<file path="config.mk">
export PLATFORM = sky130hd
export DESIGN_NAME = lcd_bias_power_sequencer
export DESIGN_NICKNAME = d
export VERILOG_FILES = /design/src/verilog/lcd_bias_pkg.sv /design/src/verilog/lcd_bias_power_sequencer.sv
export SDC_FILE = /design/constraint.sdc
export NUM_CORES = 1
export LEC_CHECK = 0
export BUFFER_PORTS_ARGS = -buffer_cell sky130_fd_sc_hd__clkbuf_2
export CAP_MARGIN = 20
export CORE_UTILIZATION = 47
export DETAILED_ROUTE_END_ITERATION = 8
export PLACE_DENSITY = 0.81
export SLEW_MARGIN = 15
export SYNTH_ARGS = -nofsm -noshare
export SYNTH_HDL_FRONTEND = slang
export SYNTH_SLANG_ARGS = --single-unit
</file>
<file path="constraint.sdc">
create_clock -name clk_i -period 2.03 [get_ports clk_i]
set_clock_uncertainty 0.05 [all_clocks]
set_input_delay 0 -clock clk_i [delete_from_list [all_inputs] [get_ports clk_i]]
set_output_delay 0 -clock clk_i [all_outputs]
set_load 0.01 [all_outputs]
</file>
<file path="src/verilog/lcd_bias_pkg.sv">
package lcd_bias_pkg;

  localparam int unsigned CLK_HZ          = 200_000_000;
  localparam int unsigned STEP_FIRST_MS   = 3;
  localparam int unsigned STEP_LATER_MS   = 5;
  localparam int unsigned MS_PER_S        = 1000;
  localparam int unsigned CYCLES_PER_MS   = CLK_HZ / MS_PER_S;

  // register map, word offsets as byte addresses
  localparam logic [7:0] ADDR_DELAY   = 8'h00;
  localparam logic [7:0] ADDR_RAILS   = 8'h04;
  localparam logic [7:0] ADDR_GATE    = 8'h08;
  localparam logic [7:0] ADDR_COMMON  = 8'h0C;
  localparam logic [7:0] ADDR_GAMMA0  = 8'h10;
  localparam logic [7:0] ADDR_GAMMA5  = 8'h24;
  localparam logic [7:0] ADDR_STATUS  = 8'h28;

  // reset values of programmable codes
  localparam logic [11:0] DELAY_RESET  = 12'h000;
  localparam logic [11:0] RAILS_RESET  = 12'h000;
  localparam logic [11:0] GATE_RESET   = 12'h000;
  localparam logic [8:0]  COMMON_RESET = 9'h000;
  localparam logic [8:0]  GAMMA_RESET  = 9'h000;

  typedef enum logic [2:0] {
    SEQ_IDLE      = 3'b000,
    SEQ_FIRST     = 3'b001,
    SEQ_WAIT_PGB  = 3'b011,
    SEQ_SECOND    = 3'b010,
    SEQ_THIRD     = 3'b110,
    SEQ_FOURTH    = 3'b111,
    SEQ_RUN       = 3'b101
  } seq_state_type;

  // rail enables out of the sequencer
  typedef struct packed {
    logic logic_buck;
    logic neg_pump;
    logic boost;
    logic track_buck;
    logic pos_pump;
    logic shifter;
  } rail_en_type;

  // programmable analog codes
  typedef struct packed {
    logic [5:0] boost_code;
    logic       boost_fast;
    logic       buck_fast;
    logic [3:0] buck_code;
    logic [3:0] gh_low_temp;
    logic [3:0] gh_high_temp;
    logic [3:0] gate_low_code;
    logic [2:0] common_gain;
    logic [3:0] common_temp_offset;
    logic [1:0] common_temp_window;
  } trim_type;

endpackage : lcd_bias_pkg

</file>
<file path="src/verilog/lcd_bias_power_sequencer.sv">
`timescale 1ns/1ps
module lcd_bias_power_sequencer
  import lcd_bias_pkg::*;
#(
  parameter int unsigned CYCLES_PER_MS_P = CYCLES_PER_MS,
  parameter int unsigned GAMMA_CH        = 6
) (
  // clock and reset
  input  wire logic              clk_i,
  input  wire logic              rst_i,
  // wishbone slave
  input  wire logic              cyc_i,
  input  wire logic              stb_i,
  input  wire logic              we_i,
  input  wire logic [7:0]        adr_i,
  input  wire logic [3:0]        sel_i,
  input  wire logic [31:0]       dat_i,
  output logic [31:0]            dat_o,
  output logic                   ack_o,
  // analog comparators and power goods
  input  wire logic              input_ok_i,
  input  wire logic              logic_buck_power_good_i,
  input  wire logic              negative_pump_power_good_i,
  input  wire logic              boost_power_good_i,
  input  wire logic              gate_high_above_on_i,
  input  wire logic              gate_high_above_shifter_uv_i,
  input  wire logic              pos_pump_short_i,
  // rail controls
  output logic                   logic_regulator_en_o,
  output rail_en_type            rail_en_o,
  output logic                   boost_switch_en_o,
  output logic                   reset_n_out_o,
  output logic                   reset_n_oe_o,
  output trim_type               trim_o,
  output logic [GAMMA_CH*9-1:0]  gamma_reference_o
);

  localparam int unsigned TW = 26;
  localparam logic [TW-1:0] MS_CYC = TW'(CYCLES_PER_MS_P);

  // two-flop synchronisers for the analog inputs
  localparam int unsigned NS = 7;
  logic [NS-1:0] meta_reg;
  logic [NS-1:0] sync_reg;
  always_ff @(posedge clk_i) begin
    if (rst_i) begin
      meta_reg <= '0;
      sync_reg <= '0;
    end else begin
      meta_reg <= {input_ok_i, logic_buck_power_good_i, negative_pump_power_good_i,
                   boost_power_good_i, gate_high_above_on_i,
                   gate_high_above_shifter_uv_i, pos_pump_short_i};
      sync_reg <= meta_reg;
    end
  end
  logic vin_ok, logic_buck_power_good, negative_pump_power_good, pg, gh_on, gh_uv_ok, pos_short;
  assign {vin_ok, logic_buck_power_good, negative_pump_power_good, pg, gh_on, gh_uv_ok, pos_short} = sync_reg;

  // programmable registers
  logic [11:0] delay_reg;
  logic [11:0] rails_reg;
  logic [11:0] gate_reg;
  logic [8:0]  common_reg;
  logic [8:0]  gamma_reg [GAMMA_CH];

  logic wr_stb;
  assign wr_stb = cyc_i & stb_i & we_i & ~ack_o;

  function automatic logic [31:0] merge(input logic [31:0] old_v, input logic [31:0] new_v,
                                        input logic [3:0] sel);
    logic [31:0] res;
    res = old_v;
    for (int b = 0; b < 4; b++) begin
      if (sel[b]) res[b*8 +: 8] = new_v[b*8 +: 8];
    end
    return res;
  endfunction : merge

  // code registers steering the sequencer and trims
  always_ff @(posedge clk_i) begin
    if (rst_i) begin
      delay_reg  <= DELAY_RESET;
      rails_reg  <= RAILS_RESET;
      gate_reg   <= GATE_RESET;
      common_reg <= COMMON_RESET;
    end else if (wr_stb) begin
      case (adr_i)
        ADDR_DELAY:  delay_reg  <= 12'(merge({20'h0, delay_reg}, dat_i, sel_i));
        ADDR_RAILS:  rails_reg  <= 12'(merge({20'h0, rails_reg}, dat_i, sel_i));
        ADDR_GATE:   gate_reg   <= 12'(merge({20'h0, gate_reg}, dat_i, sel_i));
        ADDR_COMMON: common_reg <= 9'(merge({23'h0, common_reg}, dat_i, sel_i));
        default: ;
      endcase
    end
  end

  // gamma codes, one word each
  for (genvar g = 0; g < GAMMA_CH; g++) begin : g_gamma
    localparam logic [7:0] ADDR_G = ADDR_GAMMA0 + 8'(4 * g);
    always_ff @(posedge clk_i) begin
      if (rst_i) begin
        gamma_reg[g] <= GAMMA_RESET;
      end else if (wr_stb && adr_i == ADDR_G) begin
        gamma_reg[g] <= 9'(merge({23'h0, gamma_reg[g]}, dat_i, sel_i));
      end
    end
    assign gamma_reference_o[g*9 +: 9] = gamma_reg[g];
  end

  assign trim_o = '{boost_code:        rails_reg[5:0],
                    boost_fast:        rails_reg[6],
                    buck_fast:         rails_reg[7],
                    buck_code:         rails_reg[11:8],
                    gh_low_temp:       gate_reg[3:0],
                    gh_high_temp:      gate_reg[7:4],
                    gate_low_code:     gate_reg[11:8],
                    common_gain:       common_reg[2:0],
                    common_temp_offset: common_reg[6:3],
                    common_temp_window: common_reg[8:7]};

  // sequencer
  seq_state_type state_reg;
  logic [TW-1:0] ms_cnt_reg;
  logic [5:0]    ms_left_reg;
  logic          delay_done;
  rail_en_type   en_reg;
  logic          rst_low_reg;

  // delay targets in ms: first is (code+1)*3, others code*5
  logic [5:0] first_ms, second_ms, third_ms, fourth_ms;
  assign first_ms  = 6'((delay_reg[2:0] + 4'h1) * STEP_FIRST_MS);
  assign second_ms = 6'(delay_reg[5:3]  * STEP_LATER_MS);
  assign third_ms  = 6'(delay_reg[8:6]  * STEP_LATER_MS);
  assign fourth_ms = 6'(delay_reg[11:9] * STEP_LATER_MS);

  assign delay_done = (ms_left_reg == 6'h00);

  // millisecond prescaler and down counter; loaded on entry to SEQ_FIRST, SEQ_SECOND, SEQ_THIRD and SEQ_FOURTH
  logic load_delay;
  logic [5:0] load_ms;
  always_ff @(posedge clk_i) begin
    if (rst_i || !vin_ok) begin
      ms_cnt_reg  <= '0;
      ms_left_reg <= '0;
    end else if (load_delay) begin
      ms_cnt_reg  <= '0;
      ms_left_reg <= load_ms;
    end else if (!delay_done) begin
      if (ms_cnt_reg == MS_CYC - TW'(1)) begin
        ms_cnt_reg  <= '0;
        ms_left_reg <= ms_left_reg - 6'h01;
      end else begin
        ms_cnt_reg <= ms_cnt_reg + TW'(1);
      end
    end
  end

  // state transitions
  always_comb begin
    load_delay = 1'b0;
    load_ms    = '0;
    case (state_reg)
      SEQ_IDLE:     begin load_delay = vin_ok;        load_ms = first_ms;  end
      SEQ_WAIT_PGB: begin load_delay = logic_buck_power_good;           load_ms = second_ms; end
      SEQ_SECOND:   begin load_delay = delay_done;    load_ms = third_ms;  end
      SEQ_THIRD:    begin load_delay = delay_done & negative_pump_power_good; load_ms = fourth_ms; end
      default:      ;
    endcase
  end

  always_ff @(posedge clk_i) begin
    if (rst_i || !vin_ok) begin
      state_reg   <= SEQ_IDLE;
      en_reg      <= '0;
      rst_low_reg <= 1'b0;
    end else begin
      case (state_reg)
        SEQ_IDLE: begin
          state_reg   <= SEQ_FIRST;
          rst_low_reg <= 1'b1;
        end
        SEQ_FIRST: if (delay_done) begin
          en_reg.logic_buck <= 1'b1;
          state_reg         <= SEQ_WAIT_PGB;
        end
        SEQ_WAIT_PGB: if (logic_buck_power_good) begin
          state_reg <= SEQ_SECOND;
        end
        SEQ_SECOND: if (delay_done) begin
          rst_low_reg     <= 1'b0;
          en_reg.neg_pump <= 1'b1;
          state_reg       <= SEQ_THIRD;
        end
        SEQ_THIRD: if (delay_done && negative_pump_power_good) begin
          en_reg.boost      <= 1'b1;
          en_reg.track_buck <= 1'b1;
          state_reg         <= SEQ_FOURTH;
        end
        SEQ_FOURTH: if (delay_done && pg) begin
          en_reg.pos_pump <= 1'b1;
          state_reg       <= SEQ_RUN;
        end
        SEQ_RUN: ;
        default: state_reg <= SEQ_IDLE;
      endcase
      // shifter follows gate high rail with hysteresis
      if (en_reg.pos_pump && gh_on)
        en_reg.shifter <= 1'b1;
      else if (!gh_uv_ok)
        en_reg.shifter <= 1'b0;
    end
  end

  // the shifter stays up past undervoltage until gate high decays; kept in own flop
  logic shifter_reg;
  always_ff @(posedge clk_i) begin
    if (rst_i) shifter_reg <= 1'b0;
    else if (en_reg.shifter) shifter_reg <= 1'b1;
    else if (!gh_uv_ok) shifter_reg <= 1'b0;
  end

  // outputs
  logic boost_sw_reg;
  always_ff @(posedge clk_i) begin
    if (rst_i) boost_sw_reg <= 1'b0;
    else boost_sw_reg <= en_reg.boost & vin_ok & ~pos_short;
  end

  always_comb begin
    rail_en_o         = en_reg;
    rail_en_o.shifter = shifter_reg;
  end
  assign boost_switch_en_o    = boost_sw_reg;
  assign logic_regulator_en_o = (state_reg != SEQ_IDLE);
  // open drain: pull low while reset asserted, idle or supply absent;
  // idle term covers the one cycle before rst_low_reg is set
  assign reset_n_out_o = 1'b0;
  assign reset_n_oe_o  = rst_low_reg | ~vin_ok | (state_reg == SEQ_IDLE);

  // wishbone read and ack, registered, ack one cycle after the request
  logic [31:0] rd_data;
  always_comb begin
    rd_data = '0;
    case (adr_i)
      ADDR_DELAY:  rd_data = {20'h0, delay_reg};
      ADDR_RAILS:  rd_data = {20'h0, rails_reg};
      ADDR_GATE:   rd_data = {20'h0, gate_reg};
      ADDR_COMMON: rd_data = {23'h0, common_reg};
      ADDR_STATUS: rd_data = {20'h0, 3'(state_reg), rst_low_reg, rail_en_o, pos_short, vin_ok};
      default: begin
        for (int i = 0; i < GAMMA_CH; i++) begin
          if (adr_i == ADDR_GAMMA0 + 8'(4 * i)) rd_data = {23'h0, gamma_reg[i]};
        end
      end
    endcase
  end

  always_ff @(posedge clk_i) begin
    if (rst_i) begin
      ack_o <= 1'b0;
      dat_o <= '0;
    end else begin
      ack_o <= cyc_i & stb_i & ~ack_o;
      dat_o <= rd_data;
    end
  end

endmodule : lcd_bias_power_sequencer
</file>
==> out/qor.csv, run 1 <==
stage,metric,value,unit
outcome,status,"finished, violations left",
outcome,failed_checks,setup timing,
finish,final-seq-area,3933,um^2
route,via_per_inst,5.772,
floorplan,die_x,134.9,um
sta,hold_violations,0,
clock_network,clk_latency,0.43,ns
logic_synthesis,synthTopCellsByCount,"115 x dfxtp_1, 74 x nand2_1, 69 x nor2_1",
route,drt_wl_total,24880,um
min_path,min_path_type,input pin to flop,
logic_synthesis,synthCells,852,
global_routing,grt_usage,27.33,%
logic_synthesis,synth_most_common_cell,dfxtp_1,
global_routing,grt_pass1_wl,37820,um
critical_path,crit_path_end_kind,flop,
logic_synthesis,yosys-top-cells-area,"dfxtp_1 28%, edfxtp_1 20%, and2_1 4.7%",
place,hpwl,17670,um
logic_synthesis,synth.distinct_cells,65,
finish,largest_register_ffs,54,
clock_network,cts.sinks,169,
critical_path,max_stage_delay,0.39,ns
critical_path,crit_slowest_cell,dfxtp_4,
finish,n_fill_cell,1361,
critical_path,crit_buf_inv,0,
sta,min_period,2.063,ns
finish,multiInputGateArea,4073,um^2
floorplan,io_pins,186,
global_routing,gr-total-overflow,0,
global_routing,grt_max_degree,48,
finish,drive_gt1_share,28.33,%
logic_synthesis,synth_edf_count,54,
sta,maxSlewViolCount,0,
clock_network,numCtsBuffers,17,
place,place_ws,-0.05494,ns
critical_path,path_common_cell,ha_4,
sta,grt_setup_unrepaired,true,
sta,tightest_slew,0.6055,ns
place,gp_congestion,0.9052,
clock_network,cts_tree,done,
floorplan,rows,48,
critical_path,critPathLaunchType,flop,
logic_synthesis,avgSynthCellArea,9.744,um^2
power_and_ir_drop,p_leak,4.143,nW
logic_synthesis,ys.flop_type,dfxtp_1,
sta,max_freq,484.8,MHz
logic_synthesis,yosysTopAreaCellShare,27.73,%
floorplan,core-area,17300,um^2
clock_network,path_clk_slew,0.06,ns
sta,timing.final.crit_share,101.6,%
finish,antenna_cells,0,
clock_network,htree_levels,4,
power_and_ir_drop,ir_worst_vdd,597.4,uV
route,routedWlPerCell,19.16,um
route,drc,0,
clock_network,cts_buffer_depth,2,
critical_path,worstPathArrival,2.31,ns
finish,fin_util,60.67,%
finish,layout.nets,1133,
flow_run,drv_cap,0,
route,vias,7492,
critical_path,path_class,flop to flop,
sta,fin_tns_setup,-0.03286,ns
route,drt-initial-drc-count,746,
sta,setup_viol,1,
critical_path,crit_fanout,4,
logic_synthesis,yosysSeqAreaShare,47.26,%
logic_synthesis,ys_seq_elements,169,
logic_synthesis,synth_area,8302,um^2
logic_synthesis,synthArstFlopShare,0,%
sta,holdWs,0.09377,ns
critical_path,crit_family,compound AO/OA/AOI/OAI gates,
critical_path,crit_chain,"ha_4, xor2_2, ha_4, a21o_1, a21oi_2, xnor2_2, a221oi_2, a211oi_1",
sta,relSlewSlack,59.63,%
finish,areaGrowthSynthToFinish,26.41,%
floorplan,die_area,18200,um^2
global_routing,antenna_found_initial,0,
floorplan,die_h,134.9,um
route,postRouteAntennaNets,0,
critical_path,critical_path_required,2.28,ns
place,io_buffers,142,
global_routing,first_global_vias,7062,
floorplan,start_util,48.00,%
clock_network,cts-root-buf,clkbuf_16,
power_and_ir_drop,powerDensity,688.8,nW/um^2
route,dr.pass1.iters,5,
logic_synthesis,synth_area_leader_cell,dfxtp_1,
sta,worst_slack,-0.03286,ns
logic_synthesis,yosysWarnings,0,
## metal layers
layer  wire (um)  GRT usage, %  up-vias
li1            -             -     3431
met1        9811         35.44     3550
met2       11470         42.81      437
met3        2566         6.757       74
met4        1031         12.92        0
met5           0             0        -
## final cells by class
class / count / area share, %
Sequential cell: 169 / 37.47
Clock buffer: 21 / 4.292
Timing Repair Buffer: 247 / 15.02
Inverter: 15 / 0.5604
Clock inverter: 11 / 1.157
Multi-Input combinational cell: 610 / 38.81
Tap cell: 225 / 2.683
## layout by cell type, fill, tap and decap left out, types with 6 or more instances in the layout
cell type	count
clkbuf_2	142
xnor2_1	12
a22oi_1	20
a21oi_1	58
nor3_1	9
edfxtp_1	54
o21ai_0	17
a2bb2oi_1	6
mux2i_1	18
nand3_1	55
o21bai_1	14
conb_1	21
nor4_1	7
mux2_2	7
nand4_1	6
dlygate4sd3_1	21
a211oi_1	6
clkbuf_16	17
xor2_1	18
buf_4	82
nor2b_1	18
nand2_1	74
and2_1	63
inv_1	13
mux4_2	9
nor2_1	69
dfxtp_1	112
ha_1	14
## where the power goes
group	switching, mW	total, mW	internal (mW)
clock network	1.33	3.18	1.84
logic	0.286	0.472	0.186
registers	0.0417	3.58	3.54
total	1.66	7.23	5.57
## path summary, 6_finish.rpt
check | start | endpoint | slack [ns] | cells after the start
setup / recovery | delay_reg[0] | ms_left_reg[4] | -0.03 | 8
hold / removal | rst_i | meta_reg[0] | 0.09 | 3
setup reg to reg | delay_reg[0] | ms_left_reg[4] | -0.03 | 8
hold reg to reg | meta_reg[1] | sync_reg[1] | 0.39 | 1
## worst register-to-register path: cells and delay by family, from the launching register on
| family | cells | cell delay [ns] |
|---|---|---|
| AOI/OAI and AO/OA | 4 | 0.79 |
| DFF | 1 | 0.39 |
| adders and majority gates | 2 | 0.39 |
| xor gates and xnor gates | 2 | 0.32 |
## per-stage QoR
stage	total power, mW	instance area [um^2]	std cells
finish	7.228	10490	1298
global route	7.423	10490	1298
CTS	7.228	10330	1291
detailed placement	4.069	9542	1238
global placement	4.062	9542	1238
floorplan	3.906	8377	872
## kinds of logic after synthesis
logic type / share of synthesized area [%]
mux: 5.561
fa+ha+maj: 2.562
other cells: 0.04517
flops: 47.26
simple gates: 21.72
compound gates: 13.67
buf+inv: 5.803
xor+xnor: 3.376
## what timing repair did
action,in CTS,in global routing
gates cloned,0,1
endpoints found under the hold margin,50,0
endpoints found under the setup margin,27,30
buffers inserted,0,6
pin swaps,3,9
hold buffers,21,0
gates resized for setup,4,17
Power figures use the tool's default switching activity.
==> inputs of run 2 (changes only) <==
PLACE_DENSITY = 0.78   (was 0.81)
clock period = 2.5 ns   (was 2.03 ns; I/O delays follow)
==> out/qor.csv, run 2 (synthesis gave the netlist of run 1 again) <==
stage,metric,value,unit,change
route,drt-initial-drc-count,741,,-0.67%
sta,min_period,2.234,ns,+0.1712 ns
critical_path,critPathLaunchType,flop,,
route,drt_wl_total,23540,um,-5.4%
power_and_ir_drop,clkPwrFrac,43.4,%,-0.6 points
route,postRouteAntennaNets,0,,unchanged
place,place_ws,0.3097,ns,+0.3647 ns
clock_network,hold_buffers,28,,+33%
sta,hold_violations,0,,unchanged
power_and_ir_drop,power.total,5.788,mW,-20%
clock_network,cts_resized,0,,-4
power_and_ir_drop,seqPwrFrac,50.2,%,+0.7 points
outcome,status,finished clean,,
sta,timing.final.crit_share,89.36,%,-12 points
finish,drive_gt1_share,22.55,%,-5.8 points
power_and_ir_drop,p_switching,1.398,mW,-16%
critical_path,critical_path_required,2.75,ns,+0.47 ns
critical_path,crit_buf_inv,0,,unchanged
route,routedWlPerCell,18.91,um,-1.3%
power_and_ir_drop,ir_worst_vdd,484.0,uV,-19%
global_routing,grt_max_degree,37,,-23%
critical_path,path_class,flop to flop,,
route,vias,7056,,-5.8%
sta,max_freq,447.6,MHz,-7.7%
floorplan,core-area,17300,um^2,unchanged
route,drc,0,,unchanged
finish,final_common_cell,clkbuf_2,,
power_and_ir_drop,p_leak,3.830,nW,-7.6%
place,hpwl,16640,um,-5.8%
critical_path,crit_fanout,7,,+3
place,io_buffers,142,,unchanged
clock_network,cts_tree,done,,
route,dr.pass1.iters,5,,unchanged
clock_network,cts_buffer_depth,2,,unchanged
place,gp_congestion,0.8902,,-1.7%
sta,setup_viol,0,,-1
finish,antenna_cells,0,,unchanged
power_and_ir_drop,swShare,24.16,%,+1.2 points
critical_path,path_common_cell,ha_1,,
clock_network,cts-root-buf,clkbuf_16,,
min_path,min_path_type,input pin to flop,,
sta,relSlewSlack,49.96,%,-9.7 points
critical_path,crit_path_end_kind,flop,,
sta,fin_tns_setup,0,ns,+0.03286 ns
global_routing,gr-total-overflow,0,,unchanged
clock_network,post_cts_buffers,0,,unchanged
finish,layout_common_cells,"142 x clkbuf_2, 115 x dfxtp_1, 74 x nand2_1, 69 x nor2_1, 63 x and2_1",,
critical_path,crit_chain,"ha_1, xor2_1, ha_1, a21o_1, a21oi_1, xnor2_1, a221oi_1, a211oi_1",,
clock_network,path_clk_slew,0.07,ns,about the same
sta,maxSlewViolCount,0,,unchanged
power_and_ir_drop,p_int,4.390,mW,-21%
critical_path,crit_family,compound AO/OA/AOI/OAI gates,,
global_routing,antenna_found_initial,0,,unchanged
clock_network,cts.sinks,169,,unchanged
floorplan,start_util,48.00,%,unchanged
clock_network,clk_latency,0.44,ns,about the same
sta,worst_slack,0.2660,ns,+0.2988 ns
floorplan,die_area,18200,um^2,unchanged
clock_network,numCtsBuffers,17,,unchanged
clock_network,htree_levels,4,,unchanged
route,via_per_inst,5.667,,-1.8%
global_routing,grt_pass1_wl,36250,um,-4.1%
finish,areaGrowthSynthToFinish,20.02,%,
floorplan,io_pins,186,,unchanged
critical_path,worstPathArrival,2.48,ns,+0.17 ns
sta,tightest_slew,0.7486,ns,+0.1430 ns
floorplan,die_x,134.9,um,unchanged
finish,layout.nets,1080,,-4.7%
floorplan,rows,48,,unchanged
floorplan,die_h,134.9,um,unchanged
power_and_ir_drop,combPwrFrac,6.4,%,about the same
sta,grt_setup_unrepaired,false,,
finish,largest_register_ffs,54,,unchanged
global_routing,grt_usage,26.42,%,-0.92 points
critical_path,max_stage_delay,0.47,ns,+0.08 ns
global_routing,first_global_vias,6547,,-7.3%
critical_path,crit_slowest_cell,dfxtp_1,,
flow_run,drv_cap,0,,unchanged
power_and_ir_drop,powerDensity,581.0,nW/um^2,-16%
[run 2: changes by cell type in the layout (fill, tap and decap cells not counted), moves of 2 or more]
cell           change
buf_12             -2
clkbuf_1           -2
buf_4             -57
ha_4               -3
dfxtp_1            +3
clkinvlp_4         +2
inv_4              -3
inv_1              +2
dfxtp_4            -2
inv_6              +2
ha_1               +3
dlygate4sd3_1      +7
[run 2: routing by layer]
| layer | part of all wire [%] | wire (um) | track usage [%] | vias to the layer above |
|---|---|---|---|---|
| li1 | - | - | - | 3313 |
| met1 | 43 | 10010 | 36.06 | 3350 |
| met2 | 47 | 11080 | 41.95 | 347 |
| met3 | 7.9 | 1866 | 4.805 | 46 |
| met4 | 2.5 | 583 | 9.363 | 0 |
| met5 | 0 | 0 | 0 | - |
[run 2: layout make-up]
cell class / instances / area, um^2
inverter: 15 / 56.30
multi-input combinational: 609 / 3971
sequential: 169 / 3924
tap: 225 / 281.5
timing repair buffer: 195 / 1179
clock inverter: 14 / 122.6
fill: 1493 / 7333
clock buffer: 18 / 429.2
[run 2: worst paths after layout]
check | startpoint | to | slack, ns | depth (start not counted)
max | delay_reg[0] | ms_left_reg[4] | 0.27 | 8
min | adr_i[5] | gamma_reg[2][8] | 0.07 | 4
max reg2reg | delay_reg[0] | ms_left_reg[4] | 0.27 | 8
min reg2reg | meta_reg[0] | sync_reg[0] | 0.38 | 1
[run 2: power by group through the flow]
stage	clock network (mW)	registers [mW]	logic, mW
after floorplan	0	2.97	0.198
after global placement	0	2.97	0.322
after detailed placement	0	2.97	0.326
after CTS	2.54	2.91	0.362
after global routing	2.65	2.91	0.391
final	2.51	2.91	0.368
[run 2: through the flow]
stage                     cells  area (um^2)  hold slack (ns)  util, %
after CTS                  1245         9963          0.04682    57.60
after global placement     1185         9131           0.1601    52.79
final                      1245         9963          0.06510    57.60
after detailed placement   1185         9131           0.1638    52.79
after floorplan             872         8377          0.06831        -
after global routing       1245         9963          0.09926    57.60
[run 2: worst min-delay path: stages]
cell and delay [ns]:
clkbuf_2 0.12, nor4b_2 0.08, nand2_1 0.11, o21bai_1 0.07
==> inputs of run 3 (changes only) <==
==> constraint.sdc (replaced) <==
create_clock -name clk_i -period 2.5 [get_ports clk_i]
set_clock_uncertainty 0.05 [all_clocks]
set_input_delay 0.125 -clock clk_i [delete_from_list [all_inputs] [get_ports clk_i]]
set_output_delay 0.125 -clock clk_i [all_outputs]
set_load 0.01 [all_outputs]
==> out/qor.csv, run 3 (synthesis gave the netlist of run 1 again) <==
stage,metric,value,unit,change
outcome,status,finished clean,,
clock_network,cts_resized,0,,unchanged
critical_path,endpoint,ms_left_reg[5],,
sta,worst_slack,0.2431,ns,-0.02291 ns
route,vias,7047,,-0.13%
route,wl_met1,9847,um,-1.7%
sta,min_period,2.257,ns,+0.02291 ns
critical_path,crit_path_end_kind,flop,,
sta,max_freq,443.1,MHz,-1.0%
clock_network,cts_buffer_depth,2,,unchanged
floorplan,die_h,134.9,um,unchanged
critical_path,critPathLaunchType,flop,,
global_routing,grt_pass1_wl,36060,um,-0.53%
critical_path,r2r_setup_slack,0.24,ns,-0.02 ns
flow_run,drv_cap,0,,unchanged
global_routing,grt_max_degree,36,,-2.7%
sta,timing.final.crit_share,90.28,%,+0.92 points
clock_network,cts-root-buf,clkbuf_16,,
critical_path,critical_path_required,2.74,ns,about the same
critical_path,r2r_start,delay_reg[0],,
sta,relSlewSlack,58.34,%,+8.4 points
critical_path,r2r_end,ms_left_reg[5],,
finish,layout_common_cells,"142 x clkbuf_2, 115 x dfxtp_1, 74 x nand2_1, 69 x nor2_1, 63 x and2_1",,
route,postRouteAntennaNets,0,,unchanged
finish,fin_util,56.94,%,-0.67 points
power_and_ir_drop,powerDensity,598.1,nW/um^2,+2.9%
critical_path,rr_worst_depth,8,,unchanged
route,drt_wl_total,23360,um,-0.77%
global_routing,grt_usage,26.19,%,-0.22 points
route,wl_met3,2059,um,+10%
clock_network,post_cts_buffers,0,,unchanged
critical_path,worstPathArrival,2.50,ns,+0.02 ns
place,io_buffers,142,,unchanged
sta,grt_setup_unrepaired,false,,
finish,antenna_cells,0,,unchanged
clock_network,numCtsBuffers,17,,unchanged
sta,tightest_slew,0.6237,ns,-0.1249 ns
sta,setup_viol,0,,unchanged
finish,layout.nets,1066,,-1.3%
route,dr.pass1.iters,5,,unchanged
route,routed-wl-met2,10760,um,-2.9%
critical_path,crit_fanout,7,,unchanged
global_routing,first_global_vias,6550,,+0.046%
place,hpwl,16780,um,+0.85%
route,highest_layer,met4,,
sta,fin_tns_setup,0,ns,unchanged
critical_path,path_class,flop to flop,,
clock_network,clk_latency,0.44,ns,about the same
floorplan,start_util,48.00,%,unchanged
clock_network,hold_buffers,12,,-57%
sta,maxSlewViolCount,0,,unchanged
min_path,min_path_type,input pin to flop,,
floorplan,die_x,134.9,um,unchanged
clock_network,htree_levels,4,,unchanged
place,gp_congestion,0.8972,,+0.79%
global_routing,gr-total-overflow,0,,unchanged
place,place_ws,0.2974,ns,-0.01234 ns
floorplan,io_pins,186,,unchanged
finish,n_fill_cell,1491,,-0.13%
global_routing,antenna_found_initial,0,,unchanged
finish,drive_gt1_share,23.46,%,+0.91 points
power_and_ir_drop,p_leak,3.792,nW,-0.99%
finish,final_common_cell,clkbuf_2,,
floorplan,rows,48,,unchanged
sta,hold_violations,0,,unchanged
finish,final_area,9848,um^2,-1.2%
clock_network,cts.sinks,169,,unchanged
power_and_ir_drop,power.total,5.890,mW,+1.8%
place,place_area,9146,um^2,+0.16%
route,drc,0,,unchanged
finish,largest_register_ffs,54,,unchanged
clock_network,path_clk_slew,0.07,ns,about the same
route,via_per_inst,5.725,,+1.0%
clock_network,cts_tree,done,,
critical_path,crit_start,delay_reg[0],,
floorplan,die_area,18200,um^2,unchanged
finish,areaGrowthSynthToFinish,18.63,%,
power_and_ir_drop,ir_worst_vdd,488.9,uV,+1.0%
route,drt-initial-drc-count,603,,-19%
route,routedWlPerCell,18.98,um,+0.36%
floorplan,core-area,17300,um^2,unchanged
## run 3: cell types whose count changed in the layout (fill, tap and decap cells not counted), sizes merged
cell / previous run / this run
inv: 19 / 25
clkinv: 4 / 1
dlygate4sd3: 28 / 12
buf: 25 / 27
clkinvlp: 5 / 3
clkbuf: 160 / 159
## run 3: report_power, final
| group | internal (mW) | total, mW | leakage (nW) | switching (mW) |
|---|---|---|---|---|
| clock | 1.42 | 2.63 | 0.281 | 1.22 |
| sequential | 2.87 | 2.90 | 1.48 | 0.0321 |
| combinational | 0.129 | 0.351 | 2.04 | 0.222 |
| total | 4.42 | 5.89 | 3.79 | 1.47 |
## run 3: metrics by stage
step                      hold WS (ns)  instances
final                          0.06208       1231
after global routing           0.05261       1231
after CTS                      0.03810       1231
after detailed placement        0.2907       1187
after global placement          0.2863       1187
after floorplan                 0.1933        872
## run 3: how the worst min path moves through the flow
stage,start,to,slack (ns),cells past startpoint
after floorplan,stb_i,ack_o,0.19,2
after global routing,dat_i[5],rails_reg[5],0.05,3
after global placement,input_ok_i,meta_reg[6],0.29,2
after detailed placement,negative_pump_power_good_i,meta_reg[4],0.29,2
final,dat_i[8],rails_reg[8],0.06,3
after CTS,dat_i[8],gate_reg[8],0.04,3
## run 3: cell type report
cell class                 instances  area [um^2]  area share [%]
timing repair buffer             181         1033           10.49
tap                              225        281.5           2.859
multi-input combinational        609         3971           40.33
sequential                       169         3924           39.84
clock inverter                    15        156.4           1.588
inverter                          15        56.30          0.5717
clock buffer                      17        425.4           4.320
## run 3: layer usage
| metal | track usage, % | vias up |
|---|---|---|
| met4 | 10.55 | 0 |
| li1 | - | 3285 |
| met3 | 5.405 | 44 |
| met5 | 0 | - |
| met2 | 40.72 | 365 |
| met1 | 35.60 | 3353 |
## run 3: worst max-delay path, stage by stage, from the launching register on
cell and delay (ns):
dfxtp_1 0.45, ha_1 0.20, xor2_1 0.27, ha_1 0.29
a21o_1 0.21, a21oi_1 0.20, nor2_1 0.07, nor4_1 0.29
a311oi_1 0.08
